===== src/dbs_pkg.sv =====
// shared constants and bus-cycle carrier for the data buffer steering block
package dbs_pkg;

    // ************************************************************
    // widths and timing
    // ************************************************************
    localparam int          DBS_ADDR_W      = 16;
    localparam int          DBS_DATA_W      = 8;
    localparam int          DBS_SYNC_STAGES = 2;

    // ************************************************************
    // address decode: peripheral bus space is 0x0000..0x00ff
    // ************************************************************
    localparam int          DBS_PERIPH_MSB  = 15;
    localparam int          DBS_PERIPH_LSB  = 8;
    localparam logic [7:0]  DBS_PERIPH_PAGE = 8'h00;
    localparam int          DBS_ODD_BIT     = 0;

    // ************************************************************
    // values after reset
    // ************************************************************
    localparam logic [7:0]  DBS_RST_DATA    = 8'h00;
    localparam logic        DBS_RST_OE      = 1'b0;
    localparam logic        DBS_RST_STRB_N  = 1'b1;
    localparam logic        DBS_RST_STRB    = 1'b0;
    localparam logic        DBS_DIR_HI_LO   = 1'b0;
    localparam logic        DBS_DIR_LO_HI   = 1'b1;

    // one bus cycle as seen at the pins, all high-true except *_n
    typedef struct packed {
        logic                  interrupt_acknowledge;
        logic                  io_rd;
        logic                  mem_rd;
        logic                  dma_cycle;
        logic                  wide_data;
        logic                  periph_8bit;
        logic                  wide_io_req;
        logic                  io_wide_select_n;
        logic                  internal_hit;
        logic                  byte_high_en_n;
        logic [DBS_ADDR_W-1:0] addr;
    } dbs_cycle_s;

    localparam int DBS_CYCLE_W = $bits(dbs_cycle_s);

endpackage


===== src/dbs_sync.sv =====
// two-stage synchroniser for a vector of pin inputs
`timescale 1ns/1ps
module dbs_sync
    import dbs_pkg::*;
#(
    parameter int W = 1
) (
    input  wire logic         clk,
    input  wire logic         sys_rst,
    input  wire logic [W-1:0] async_in,
    output logic      [W-1:0] sync_out
);

    logic [W-1:0] meta_r;
    logic [W-1:0] sync_r;

    // first stage feeds only the second stage
    always_ff @(posedge clk) begin
        if (sys_rst) begin
            meta_r <= '0;
            sync_r <= '0;
        end else begin
            meta_r <= async_in;
            sync_r <= meta_r;
        end
    end

    assign sync_out = sync_r;

endmodule // dbs_sync


===== src/dbs_steer.sv =====
// data buffer steering: peripheral bus drive, byte swap and read latch strobes
// How it works
// - drive byte bus on acknowledge or internal io read
// - otherwise byte bus stays input, undriven
// - dma: swap on odd wide-data access
// - non-dma: swap on odd 8-bit peripheral cycle
// - direction high low-to-high, low high-to-low
// - direction low on dma memory reads
// - direction low on all non-dma accesses
// - read strobe on acknowledge or io read 00xx
// - low latch follows read command, low byte
// - high latch follows read command, high byte
// - non-dma wide io with select high converts to 8-bit
`timescale 1ns/1ps
module dbs_steer
    import dbs_pkg::*;
(
    input  wire logic                  clk,
    input  wire logic                  sys_rst,
    input  wire logic                  interrupt_acknowledge,
    input  wire logic                  io_rd,
    input  wire logic                  mem_rd,
    input  wire logic                  dma_cycle,
    input  wire logic                  wide_data,
    input  wire logic                  periph_8bit,
    input  wire logic                  wide_io_req,
    input  wire logic                  io_wide_select_n,
    input  wire logic                  internal_hit,
    input  wire logic                  byte_high_en_n,
    input  wire logic [DBS_ADDR_W-1:0] addr,
    input  wire logic [DBS_DATA_W-1:0] dev_read_data,
    input  wire logic [DBS_DATA_W-1:0] peripheral_byte_bus_in,
    output logic      [DBS_DATA_W-1:0] peripheral_byte_bus_out,
    output logic                       peripheral_byte_bus_oe,
    output logic      [DBS_DATA_W-1:0] peripheral_byte_bus_rx,
    output logic                       byte_swap_request_n,
    output logic                       swap_direction,
    output logic                       peripheral_read_strobe_n,
    output logic                       low_byte_latch_n,
    output logic                       high_byte_latch,
    output logic                       conversion_active
);

    // ************************************************************
    // pin synchronisation
    // ************************************************************
    dbs_cycle_s              pin_cyc;
    dbs_cycle_s              cyc;
    logic [DBS_DATA_W-1:0]   rx_sync;

    assign pin_cyc = '{
        interrupt_acknowledge : interrupt_acknowledge,
        io_rd                 : io_rd,
        mem_rd                : mem_rd,
        dma_cycle             : dma_cycle,
        wide_data             : wide_data,
        periph_8bit           : periph_8bit,
        wide_io_req           : wide_io_req,
        io_wide_select_n      : io_wide_select_n,
        internal_hit          : internal_hit,
        byte_high_en_n        : byte_high_en_n,
        addr                  : addr
    };

    // control, address and byte bus all come from pins: two stages each
    dbs_sync #(
        .W (DBS_CYCLE_W)
    ) u_cyc_sync (
        .clk      (clk),
        .sys_rst  (sys_rst),
        .async_in (pin_cyc),
        .sync_out (cyc)
    );

    dbs_sync #(
        .W (DBS_DATA_W)
    ) u_rx_sync (
        .clk      (clk),
        .sys_rst  (sys_rst),
        .async_in (peripheral_byte_bus_in),
        .sync_out (rx_sync)
    );

    // ************************************************************
    // decode of the synchronised cycle
    // ************************************************************
    logic periph_space;
    logic odd_addr;
    logic read_cmd;
    logic convert;
    logic narrow_target;

    always_comb begin
        periph_space  = (cyc.addr[DBS_PERIPH_MSB:DBS_PERIPH_LSB] == DBS_PERIPH_PAGE);
        odd_addr      = cyc.addr[DBS_ODD_BIT];
        read_cmd      = cyc.io_rd | cyc.mem_rd;
        // a non-dma wide io request whose select comes back high is run as 8-bit
        convert       = cyc.wide_io_req & cyc.io_wide_select_n & ~cyc.dma_cycle;
        narrow_target = cyc.periph_8bit | convert;
    end

    // ************************************************************
    // output registers
    // ************************************************************
    logic [DBS_DATA_W-1:0] bus_out_r,  bus_out_nxt;
    logic                  bus_oe_r,   bus_oe_nxt;
    logic [DBS_DATA_W-1:0] rx_r,       rx_nxt;
    logic                  swap_n_r,   swap_n_nxt;
    logic                  dir_r,      dir_nxt;
    logic                  rd_strb_n_r, rd_strb_n_nxt;
    logic                  lat_lo_n_r, lat_lo_n_nxt;
    logic                  lat_hi_r,   lat_hi_nxt;
    logic                  conv_r,     conv_nxt;

    always_comb begin
        bus_out_nxt   = DBS_RST_DATA;
        bus_oe_nxt    = DBS_RST_OE;
        rx_nxt        = rx_sync;
        swap_n_nxt    = DBS_RST_STRB_N;
        dir_nxt       = DBS_DIR_HI_LO;
        rd_strb_n_nxt = DBS_RST_STRB_N;
        lat_lo_n_nxt  = DBS_RST_STRB_N;
        lat_hi_nxt    = DBS_RST_STRB;
        conv_nxt      = convert;

        // device answers acknowledge and reads of its own registers
        if (cyc.interrupt_acknowledge || (cyc.io_rd && cyc.internal_hit)) begin
            bus_oe_nxt  = 1'b1;
            bus_out_nxt = dev_read_data;
        end

        if (cyc.dma_cycle) begin
            if (odd_addr && cyc.wide_data) begin
                swap_n_nxt = 1'b0;
            end
            // dma memory reads move high to low; other dma transfers low to high
            dir_nxt = cyc.mem_rd ? DBS_DIR_HI_LO : DBS_DIR_LO_HI;
        end else begin
            if (odd_addr && narrow_target && (read_cmd || cyc.io_rd)) begin
                swap_n_nxt = 1'b0;
            end
            dir_nxt = DBS_DIR_HI_LO;
        end

        if (cyc.interrupt_acknowledge || (cyc.io_rd && periph_space)) begin
            rd_strb_n_nxt = 1'b0;
        end

        // latches track the read command so they drop when it drops
        if (read_cmd && !odd_addr) begin
            lat_lo_n_nxt = 1'b0;
        end
        if (read_cmd && (odd_addr || !cyc.byte_high_en_n)) begin
            lat_hi_nxt = 1'b1;
        end
    end

    always_ff @(posedge clk) begin
        if (sys_rst) begin
            bus_out_r   <= DBS_RST_DATA;
            bus_oe_r    <= DBS_RST_OE;
            rx_r        <= DBS_RST_DATA;
            swap_n_r    <= DBS_RST_STRB_N;
            dir_r       <= DBS_DIR_HI_LO;
            rd_strb_n_r <= DBS_RST_STRB_N;
            lat_lo_n_r  <= DBS_RST_STRB_N;
            lat_hi_r    <= DBS_RST_STRB;
            conv_r      <= 1'b0;
        end else begin
            bus_out_r   <= bus_out_nxt;
            bus_oe_r    <= bus_oe_nxt;
            rx_r        <= rx_nxt;
            swap_n_r    <= swap_n_nxt;
            dir_r       <= dir_nxt;
            rd_strb_n_r <= rd_strb_n_nxt;
            lat_lo_n_r  <= lat_lo_n_nxt;
            lat_hi_r    <= lat_hi_nxt;
            conv_r      <= conv_nxt;
        end
    end

    assign peripheral_byte_bus_out  = bus_out_r;
    assign peripheral_byte_bus_oe   = bus_oe_r;
    assign peripheral_byte_bus_rx   = rx_r;
    assign byte_swap_request_n      = swap_n_r;
    assign swap_direction           = dir_r;
    assign peripheral_read_strobe_n = rd_strb_n_r;
    assign low_byte_latch_n         = lat_lo_n_r;
    assign high_byte_latch          = lat_hi_r;
    assign conversion_active        = conv_r;
endmodule // dbs_steer


===== config.mk =====
export PLATFORM = sky130hd
export DESIGN_NAME = dbs_steer
export DESIGN_NICKNAME = d
export VERILOG_FILES = /design/src/dbs_pkg.sv /design/src/dbs_sync.sv /design/src/dbs_steer.sv
export SDC_FILE = /design/constraint.sdc
export NUM_CORES = 1
export LEC_CHECK = 0
export ABC_CLOCK_PERIOD_IN_PS = 2400
export BUFFER_PORTS_ARGS = -buffer_cell sky130_fd_sc_hd__buf_2
export CELL_PAD_IN_SITES_DETAIL_PLACEMENT = 1
export CELL_PAD_IN_SITES_GLOBAL_PLACEMENT = 1
export CORE_UTILIZATION = 39
export CTS_CLUSTER_DIAMETER = 30
export DETAILED_ROUTE_END_ITERATION = 12
export PLACE_DENSITY_LB_ADDON = 0.1
export SETUP_SLACK_MARGIN = 0.05
export SYNTH_ARGS = -nofsm -noshare
export SYNTH_HDL_FRONTEND = slang
export SYNTH_SLANG_ARGS = --single-unit

===== constraint.sdc =====
create_clock -name clk -period 2.4 [get_ports clk]
set_clock_uncertainty 0.1 [all_clocks]
set_input_delay 0.24 -clock clk [delete_from_list [all_inputs] [get_ports clk]]
set_output_delay 0.24 -clock clk [all_outputs]
set_load 0.005 [all_outputs]

Yosys cells after proc, flatten, opt, wreduce, memory -nomap -nowiden --
Cells that the tools add are included.
Storage, ports and cells: register bits 91, logic and storage cells 43
Operators by class: mux-type cells 8, reduce and logical (&&, ||, !) cells 16, bitwise operators 6
Operator list (count):
- 8-bit logical NOT | 1
- 1-bit 2-to-1 mux | 8
- 1-bit logical AND | 7
- 1-bit logical OR | 4
- 2-bit OR reduction | 2
- 1-bit AND | 2
- 1-bit logical NOT | 2
- 1-bit inverter | 2
- 1-bit bitwise OR | 2

Logic depth before layout (Yosys ltp) --
Gate-level depths: netlist (run 1).
word-level depth 7, mapped depth 3, mapped depth without buffers 3

Hierarchy --
A second synthesis (run 1) with hierarchy kept.
Unflattened totals: cell total of the unflattened synthesis 200, area total of the unflattened synthesis 2528.7 sq um
By module, submodules not included:
- dbs_sync (u_cyc_sync) | area each 1391.3 sq um, times used 1, cells each 109, sequential area each 1041.0 sq um
- dbs_steer | area each 673.1 sq um, times used 1, cells each 58, sequential area each 460.4 sq um
- dbs_sync (u_rx_sync) | area each 464.2 sq um, times used 1, cells each 33, sequential area each 320.3 sq um

Least setup slack after synthesis (run 1) --
OpenSTA, ideal clock, no wires.
kind register to register, start point register u_cyc_sync.sync_r[13], in the netlist u_cyc_sync.sync_out[13], end point register rd_strb_n_r, in the netlist peripheral_read_strobe_n, setup slack 1.335 ns, buffers on the path 0, cell stages (with the launch flop) 4, period minus slack after synthesis 1.065 ns, setup time 0.120 ns, arrival 0.846 ns, data required time 2.180 ns, cell sequence dfxtp_1 > nor4_2 > a41oi_1 > or2_1
Between the ends: word-level cells in the longest chain between the ends 4
Ends and longest elaborated chain:
- from (decl) | line dbs_sync.sv:15 | logic [W-1:0] sync_r;
- from (signal assigned) | line dbs_sync.sv:24 | sync_r <= meta_r;
- 8-bit logical NOT | line dbs_steer.sv:94 | periph_space = (cyc.addr[DBS_PERIPH_MSB:DBS_PERIPH_LSB] == DBS_PERIPH_PAGE);
- 1-bit logical AND | line dbs_steer.sv:145 | if (cyc.interrupt_acknowledge || (cyc.io_rd && periph_space)) begin
- 1-bit logical OR | line dbs_steer.sv:145
- 1-bit 2-to-1 mux | line dbs_steer.sv:145
- to (signal assigned) | line dbs_steer.sv:175 | rd_strb_n_r <= rd_strb_n_nxt;
- to (decl) | line dbs_steer.sv:110 | logic rd_strb_n_r, rd_strb_n_nxt;
Every way passes these cells. A chain may end at the register's enable or synchronous reset.

Final worst setup path (run 1) --
start point input port sys_rst, end point register bus_out_r[0], in the netlist peripheral_byte_bus_out[0]
Between the ends: word-level cells in the longest chain between the ends 1
Ends and longest elaborated chain:
- from (decl) | line dbs_steer.sv:19 | input wire logic sys_rst,
- 2-bit OR reduction (no line)
- to (signal assigned) | line dbs_steer.sv:170 | bus_out_r <= bus_out_nxt;
- to (decl) | line dbs_steer.sv:105 | logic [DBS_DATA_W-1:0] bus_out_r, bus_out_nxt;
Every way passes these cells.

==> impl_metrics.yaml, run 1 <==
place:
  port_buffers: 59
  place_congestion: 0.678
  post-dp-hpwl_mm: 2.27
global_routing:
  grt_antenna_before_repair: 0
  grt_pass1_wl_mm: 6.52
  grt_start_max_net_pins: 70
  grt_usage: 0.149
  grt-ovfl-total: 0
  grt_pass1_vias: 1478
synth:
  avgSynthCellArea_um2: 12.6
  synth_warnings: 0
  ys_ff_latch: 77
  synth_nets: 216
  syn_area_um2: 2160
  syn_inst: 172
  synth.yosys.seq_area_share: 0.713
  synthDistinctLibCells: 20
setup_path:
  cp-start-kind: "primary input"
  critPathMaxStageDelay_ns: 0.78
  crit_slowest_cell: "buf_2"
  arrival_ns: 1.40
  cp_max_fo: 69
  required_ns: 2.53
  end_kind: "flip-flop"
  crit_chain: "buf_2 > nor2_4 > and2_1"
  crit_type: "in2reg"
clocking:
  cts_sinks: 77
  cts_root_buffer: "clkbuf_8"
  htreeDepth: 3
  tritoncts: "built"
  cts_buffer_depth: 2
  clock_latency_ns: 0.33
  cts_made_buffers: 9
  cts.clk_slew.worst_paths_ns: 0.07
power_and_ir_drop:
  p_leak_nw: 1.37
  power_density_nw_per_um2: 814
  report.power.total_mw: 2.41
  irDropWorstVdd_v: 0.000370
route:
  drt-vias-per-instance: 4.10
  wl_per_cell_um: 11.2
  detail-route-antenna-nets: 0
  finalWirelength_mm: 3.74
  via_count: 1374
  drc: 0
  firstDrtPassIters: 2
  drt-initial-drc-count: 63
floorplan:
  fp.dieW_um: 76.5
  floorplan.initialDensity: 0.413
  ioPinCount: 67
  dieArea_um2: 5850
  fp-row-count: 26
  core_um2: 5240
  die_h_um: 76.5
min_path:
  hold_path.class: "in2reg"
run_status:
  status: "finished clean"
flow_run:
  drv_cap: 0
timing:
  slew_headroom: 0.300
  finalCritPeriodShare: 0.528
  max_slew.worst_pin.slew_ns: 1.05
  finalCriticalPeriod_ns: 1.27
  setup-violations-final: 0
  hold_viol: 0
  final.setup.tns_ns: 0
  maxSlewViolCount: 0
  rsz0062_at_grt: "no"
  fmax_mhz: 789
layout:
  drive_above_1_share: 0.283
  area.growth.synth_to_final_pct: 36.5
  nFillCells: 547
  antenna_cells: 0
  fin_nets: 304
[registers in the layout, summed over array words and instances, names as in the netlist, 8 cells and up]
register / count
u_cyc_sync.meta_r: 19
peripheral_byte_bus_out: 8
u_rx_sync.sync_out: 8
u_cyc_sync.sync_out: 19
peripheral_byte_bus_rx: 8
u_rx_sync.meta_r: 8
[power breakdown]
group,internal (mW),switching (mW),total [mW]
clock,0.506,0.424,0.930
sequential,1.33,0.0132,1.34
combinational,0.0867,0.0460,0.133
total,1.92,0.483,2.41
[stage by stage]
| stage | cell area [um^2] | util | cells | setup WS (ns) | hold slack [ns] |
|---|---|---|---|---|---|
| 3_3_place_gp | 2510 | 0.479 | 294 | 0.848 | 0.306 |
| 2_1_floorplan | 2160 | - | 172 | 1.33 | 0.262 |
| 4_1_cts | 2950 | 0.564 | 335 | 1.13 | 0.00155 |
| 5_1_grt | 2950 | 0.564 | 335 | 0.989 | 0.00304 |
| 6_report | 2950 | 0.564 | 335 | 1.13 | 0.0210 |
| 3_5_place_dp | 2510 | 0.479 | 294 | 0.767 | 0.317 |
[layer usage]
metal,vias up,part of all wire,GRT usage
met3,7,0.031,0.0323
met5,-,0,0
met4,0,0.020,0.115
li1,706,-,-
met1,630,0.39,0.146
met2,31,0.56,0.269
[layout make-up]
type	count	area, um^2	share of cell area
multi-input combinational	88	586	0.198
clock inverter	4	47.5	0.0161
clock buffer	12	145	0.0492
timing repair buffer	84	546	0.185
tap	70	87.6	0.0297
sequential	77	1540	0.522
[repair_timing]
item / CTS / global route
setup buffers: 0 / 0
resized for setup: 0 / 0
hold buffers: 25 / 0
hold endpoints to repair: 25 / 0
[cell usage after synthesis (all sizes together)]
| master | n | share of area |
|---|---|---|
| buf | 2 | 0.0075 |
| or2 | 1 | 0.0029 |
| nor2 | 4 | 0.010 |
| nor3b | 1 | 0.0035 |
| and2b | 28 | 0.097 |
| and2 | 8 | 0.023 |
| nor4 | 1 | 0.0058 |
| nor3 | 2 | 0.0046 |
| nand3b | 1 | 0.0035 |
| clkbuf | 5 | 0.0092 |
| o31ai | 1 | 0.0035 |
| nor2b | 35 | 0.10 |
| a41oi | 1 | 0.0040 |
| a21oi | 2 | 0.0046 |
| nand2 | 2 | 0.0035 |
| or3 | 1 | 0.0029 |
| dfxtp | 77 | 0.71 |
[worst paths after layout]
kind / from / cells past startpoint / to / slack (ns)
setup / recovery: sys_rst / 3 / peripheral_byte_bus_out[0] / 1.13
hold / removal: dev_read_data[5] / 2 / peripheral_byte_bus_out[5] / 0.02
setup reg to reg: u_cyc_sync.sync_out[13] / 3 / peripheral_read_strobe_n / 1.25
hold reg to reg: u_cyc_sync.sync_out[0] / 1 / byte_swap_request_n / 0.34
[cell usage in the layout, fill, tap and decap left out, drive strengths merged, types with 2 or more instances in the layout]
master / synthesis / layout
buf: 2 / 59
nor2b: 35 / 35
clkbuf: 5 / 12
nor3: 2 / 2
clkinv: 0 / 2
a21oi: 2 / 2
and2: 8 / 8
dlygate4sd3: 0 / 25
dfxtp: 77 / 77
nand2: 2 / 2
nor2: 4 / 4
and2b: 28 / 28
[critical path: cells and delay by family]
kind / cells / cell delay (ns)
and+or+nand+nor: 2 / 0.36
buffers and inverters: 1 / 0.78
[cells by family (layout without fill, tap and decap cells)]
family,count (synthesis),after routing,share of synthesized area
AOI/OAI and AO/OA,4,4,0.0121
buffers and inverters,7,100,0.0168
DFF,77,77,0.713
and+or+nand+nor,84,84,0.259
Note: power is estimated with default switching activity, not from simulation.
==> inputs of run 2 (changes only) <==
ABC_CLOCK_PERIOD_IN_PS = 1240   (was 2400)
CORE_UTILIZATION = 38   (was 39)
clock period = 1.24 ns   (was 2.4 ns; I/O delays follow)
==> run 2 against run 1 <==
  * Routed wire length rose by 3.9%
  * Combinational power rose by 130%
  * Worst hold slack improved by 0.025 ns
  * Clock-buffer cell count rose by 3
==> impl_metrics.yaml, run 2 (synthesis results as in run 1) <==
run_status:
  status: "finished clean"
place:
  place_congestion: 0.697
  post-place-cells: 301
  port_buffers: 59
  post-dp-hpwl_mm: 2.49
global_routing:
  grt_antenna_before_repair: 0
  grt_pass1_vias: 1490
  grt_usage: 0.148
  grt-ovfl-total: 0
  grt_pass1_wl_mm: 6.52
  grt_start_max_net_pins: 23
setup_path:
  cp_max_fo: 1
  crit_type: "reg2reg"
  end_kind: "flip-flop"
  r2r-start: "u_cyc_sync.sync_out[13]"
  ff2ff_setup_slack_ns: 0.12
  required_ns: 1.36
  rr_worst_depth: 3
  cp-start-kind: "flip-flop"
  arrival_ns: 1.24
  reg2reg_to: "peripheral_read_strobe_n"
floorplan:
  floorplan.initialDensity: 0.393
  fp-row-count: 27
  die_h_um: 77.5
  ioPinCount: 67
  core_um2: 5510
  dieArea_um2: 6000
  fp.dieW_um: 77.5
min_path:
  whs_endpoint: "u_cyc_sync.meta_r[21]"
  worstHoldStart: "sys_rst"
  hold_path.class: "in2reg"
  hold_depth: 2
timing:
  slew_headroom: 0.835
  maxSlewViolCount: 0
  setup-violations-final: 0
  finalCritPeriodShare: 0.905
  rsz0062_at_grt: "no"
  final.setup.tns_ns: 0
  finalCriticalPeriod_ns: 1.12
  max_slew.worst_pin.slew_ns: 0.247
  hold_viol: 0
  fmax_mhz: 891
clocking:
  cts.clk_slew.worst_paths_ns: 0.07
  tritoncts: "built"
  htreeDepth: 3
  cts_buffer_depth: 2
  cts_root_buffer: "clkbuf_8"
  cts_made_buffers: 9
  cts_sinks: 77
  cts_resized: 0
  clock_latency_ns: 0.33
layout:
  area.growth.synth_to_final_pct: 44.3
  drive_above_1_share: 0.287
  nFillCells: 608
  fin_cells: 351
  antenna_cells: 0
  final_common_cell: "dfxtp_1"
  final_cell_mix: "77 x dfxtp_1, 59 x buf_2, 35 x nor2b_1, 35 x dlygate4sd3_1, 28 x and2b_1"
  fin_nets: 319
route:
  finalWirelength_mm: 3.88
  via_count: 1451
  drc: 0
  drt-initial-drc-count: 34
  firstDrtPassIters: 4
  drt-vias-per-instance: 4.13
  detail-route-antenna-nets: 0
  wl_per_cell_um: 11.1
flow_run:
  drv_cap: 0
power_and_ir_drop:
  power_density_nw_per_um2: 1500
  irDropWorstVdd_v: 0.000639
  p_leak_nw: 1.45
[run 2: cell type report]
cell class / instances / area [um^2] / share of cell area
Tap cell: 72 / 90.1 / 0.0289
Multi-Input combinational cell: 88 / 586 / 0.188
Timing Repair Buffer: 99 / 708 / 0.227
Sequential cell: 77 / 1540 / 0.494
Clock buffer: 15 / 196 / 0.0629
[run 2: worst max-delay path, cell delays in order (launching register included)]
cell and delay, ns:
dfxtp_1 0.31, nor4_2 0.25, a41oi_1 0.14, or2_1 0.22
[run 2: how the worst max path moves through the flow]
stage | startpoint | to | slack (ns)
floorplan | u_cyc_sync.sync_out[13] | peripheral_read_strobe_n | 0.17
CTS | u_cyc_sync.sync_out[13] | peripheral_read_strobe_n | 0.10
finish | u_cyc_sync.sync_out[13] | peripheral_read_strobe_n | 0.12
detailed placement | u_cyc_sync.sync_out[13] | peripheral_read_strobe_n | 0.11
global route | u_cyc_sync.sync_out[13] | peripheral_read_strobe_n | 0.05
global placement | u_cyc_sync.sync_out[13] | peripheral_read_strobe_n | 0.12
[run 2: repair_timing]
action                    in CTS  in global routing
hold endpoints to repair      35                  0
hold buffers                  35                  0
setup buffers                  0                  0
[run 2: where the power goes]
group	internal, mW	switching (mW)
Sequential	2.57	0.0273
Clock	0.992	0.782
Combinational	0.206	0.0977
Total	3.77	0.907
[run 2: per-layer routing]
layer | part of all wire | routed length (um) | global-route usage | vias to the layer above
met5 | 0 | 0 | 0 | -
met4 | 0.027 | 105 | 0.0962 | 0
met3 | 0.043 | 168 | 0.0482 | 12
met2 | 0.55 | 2120 | 0.273 | 40
met1 | 0.38 | 1490 | 0.137 | 665
li1 | - | - | - | 734
[run 2: metrics by stage]
| stage | cell area [um^2] | setup slack (ns) | hold slack (ns) | util | power, mW |
|---|---|---|---|---|---|
| floorplan | 2160 | 0.175 | 0.146 | - | 2.76 |
| global placement | 2570 | 0.119 | 0.225 | 0.468 | 2.86 |
| detailed placement | 2570 | 0.114 | 0.232 | 0.468 | 2.88 |
| CTS | 3120 | 0.101 | 0.0374 | 0.567 | 4.75 |
| global route | 3120 | 0.0516 | 0.0865 | 0.567 | 4.90 |
| finish | 3120 | 0.118 | 0.0464 | 0.567 | 4.68 |
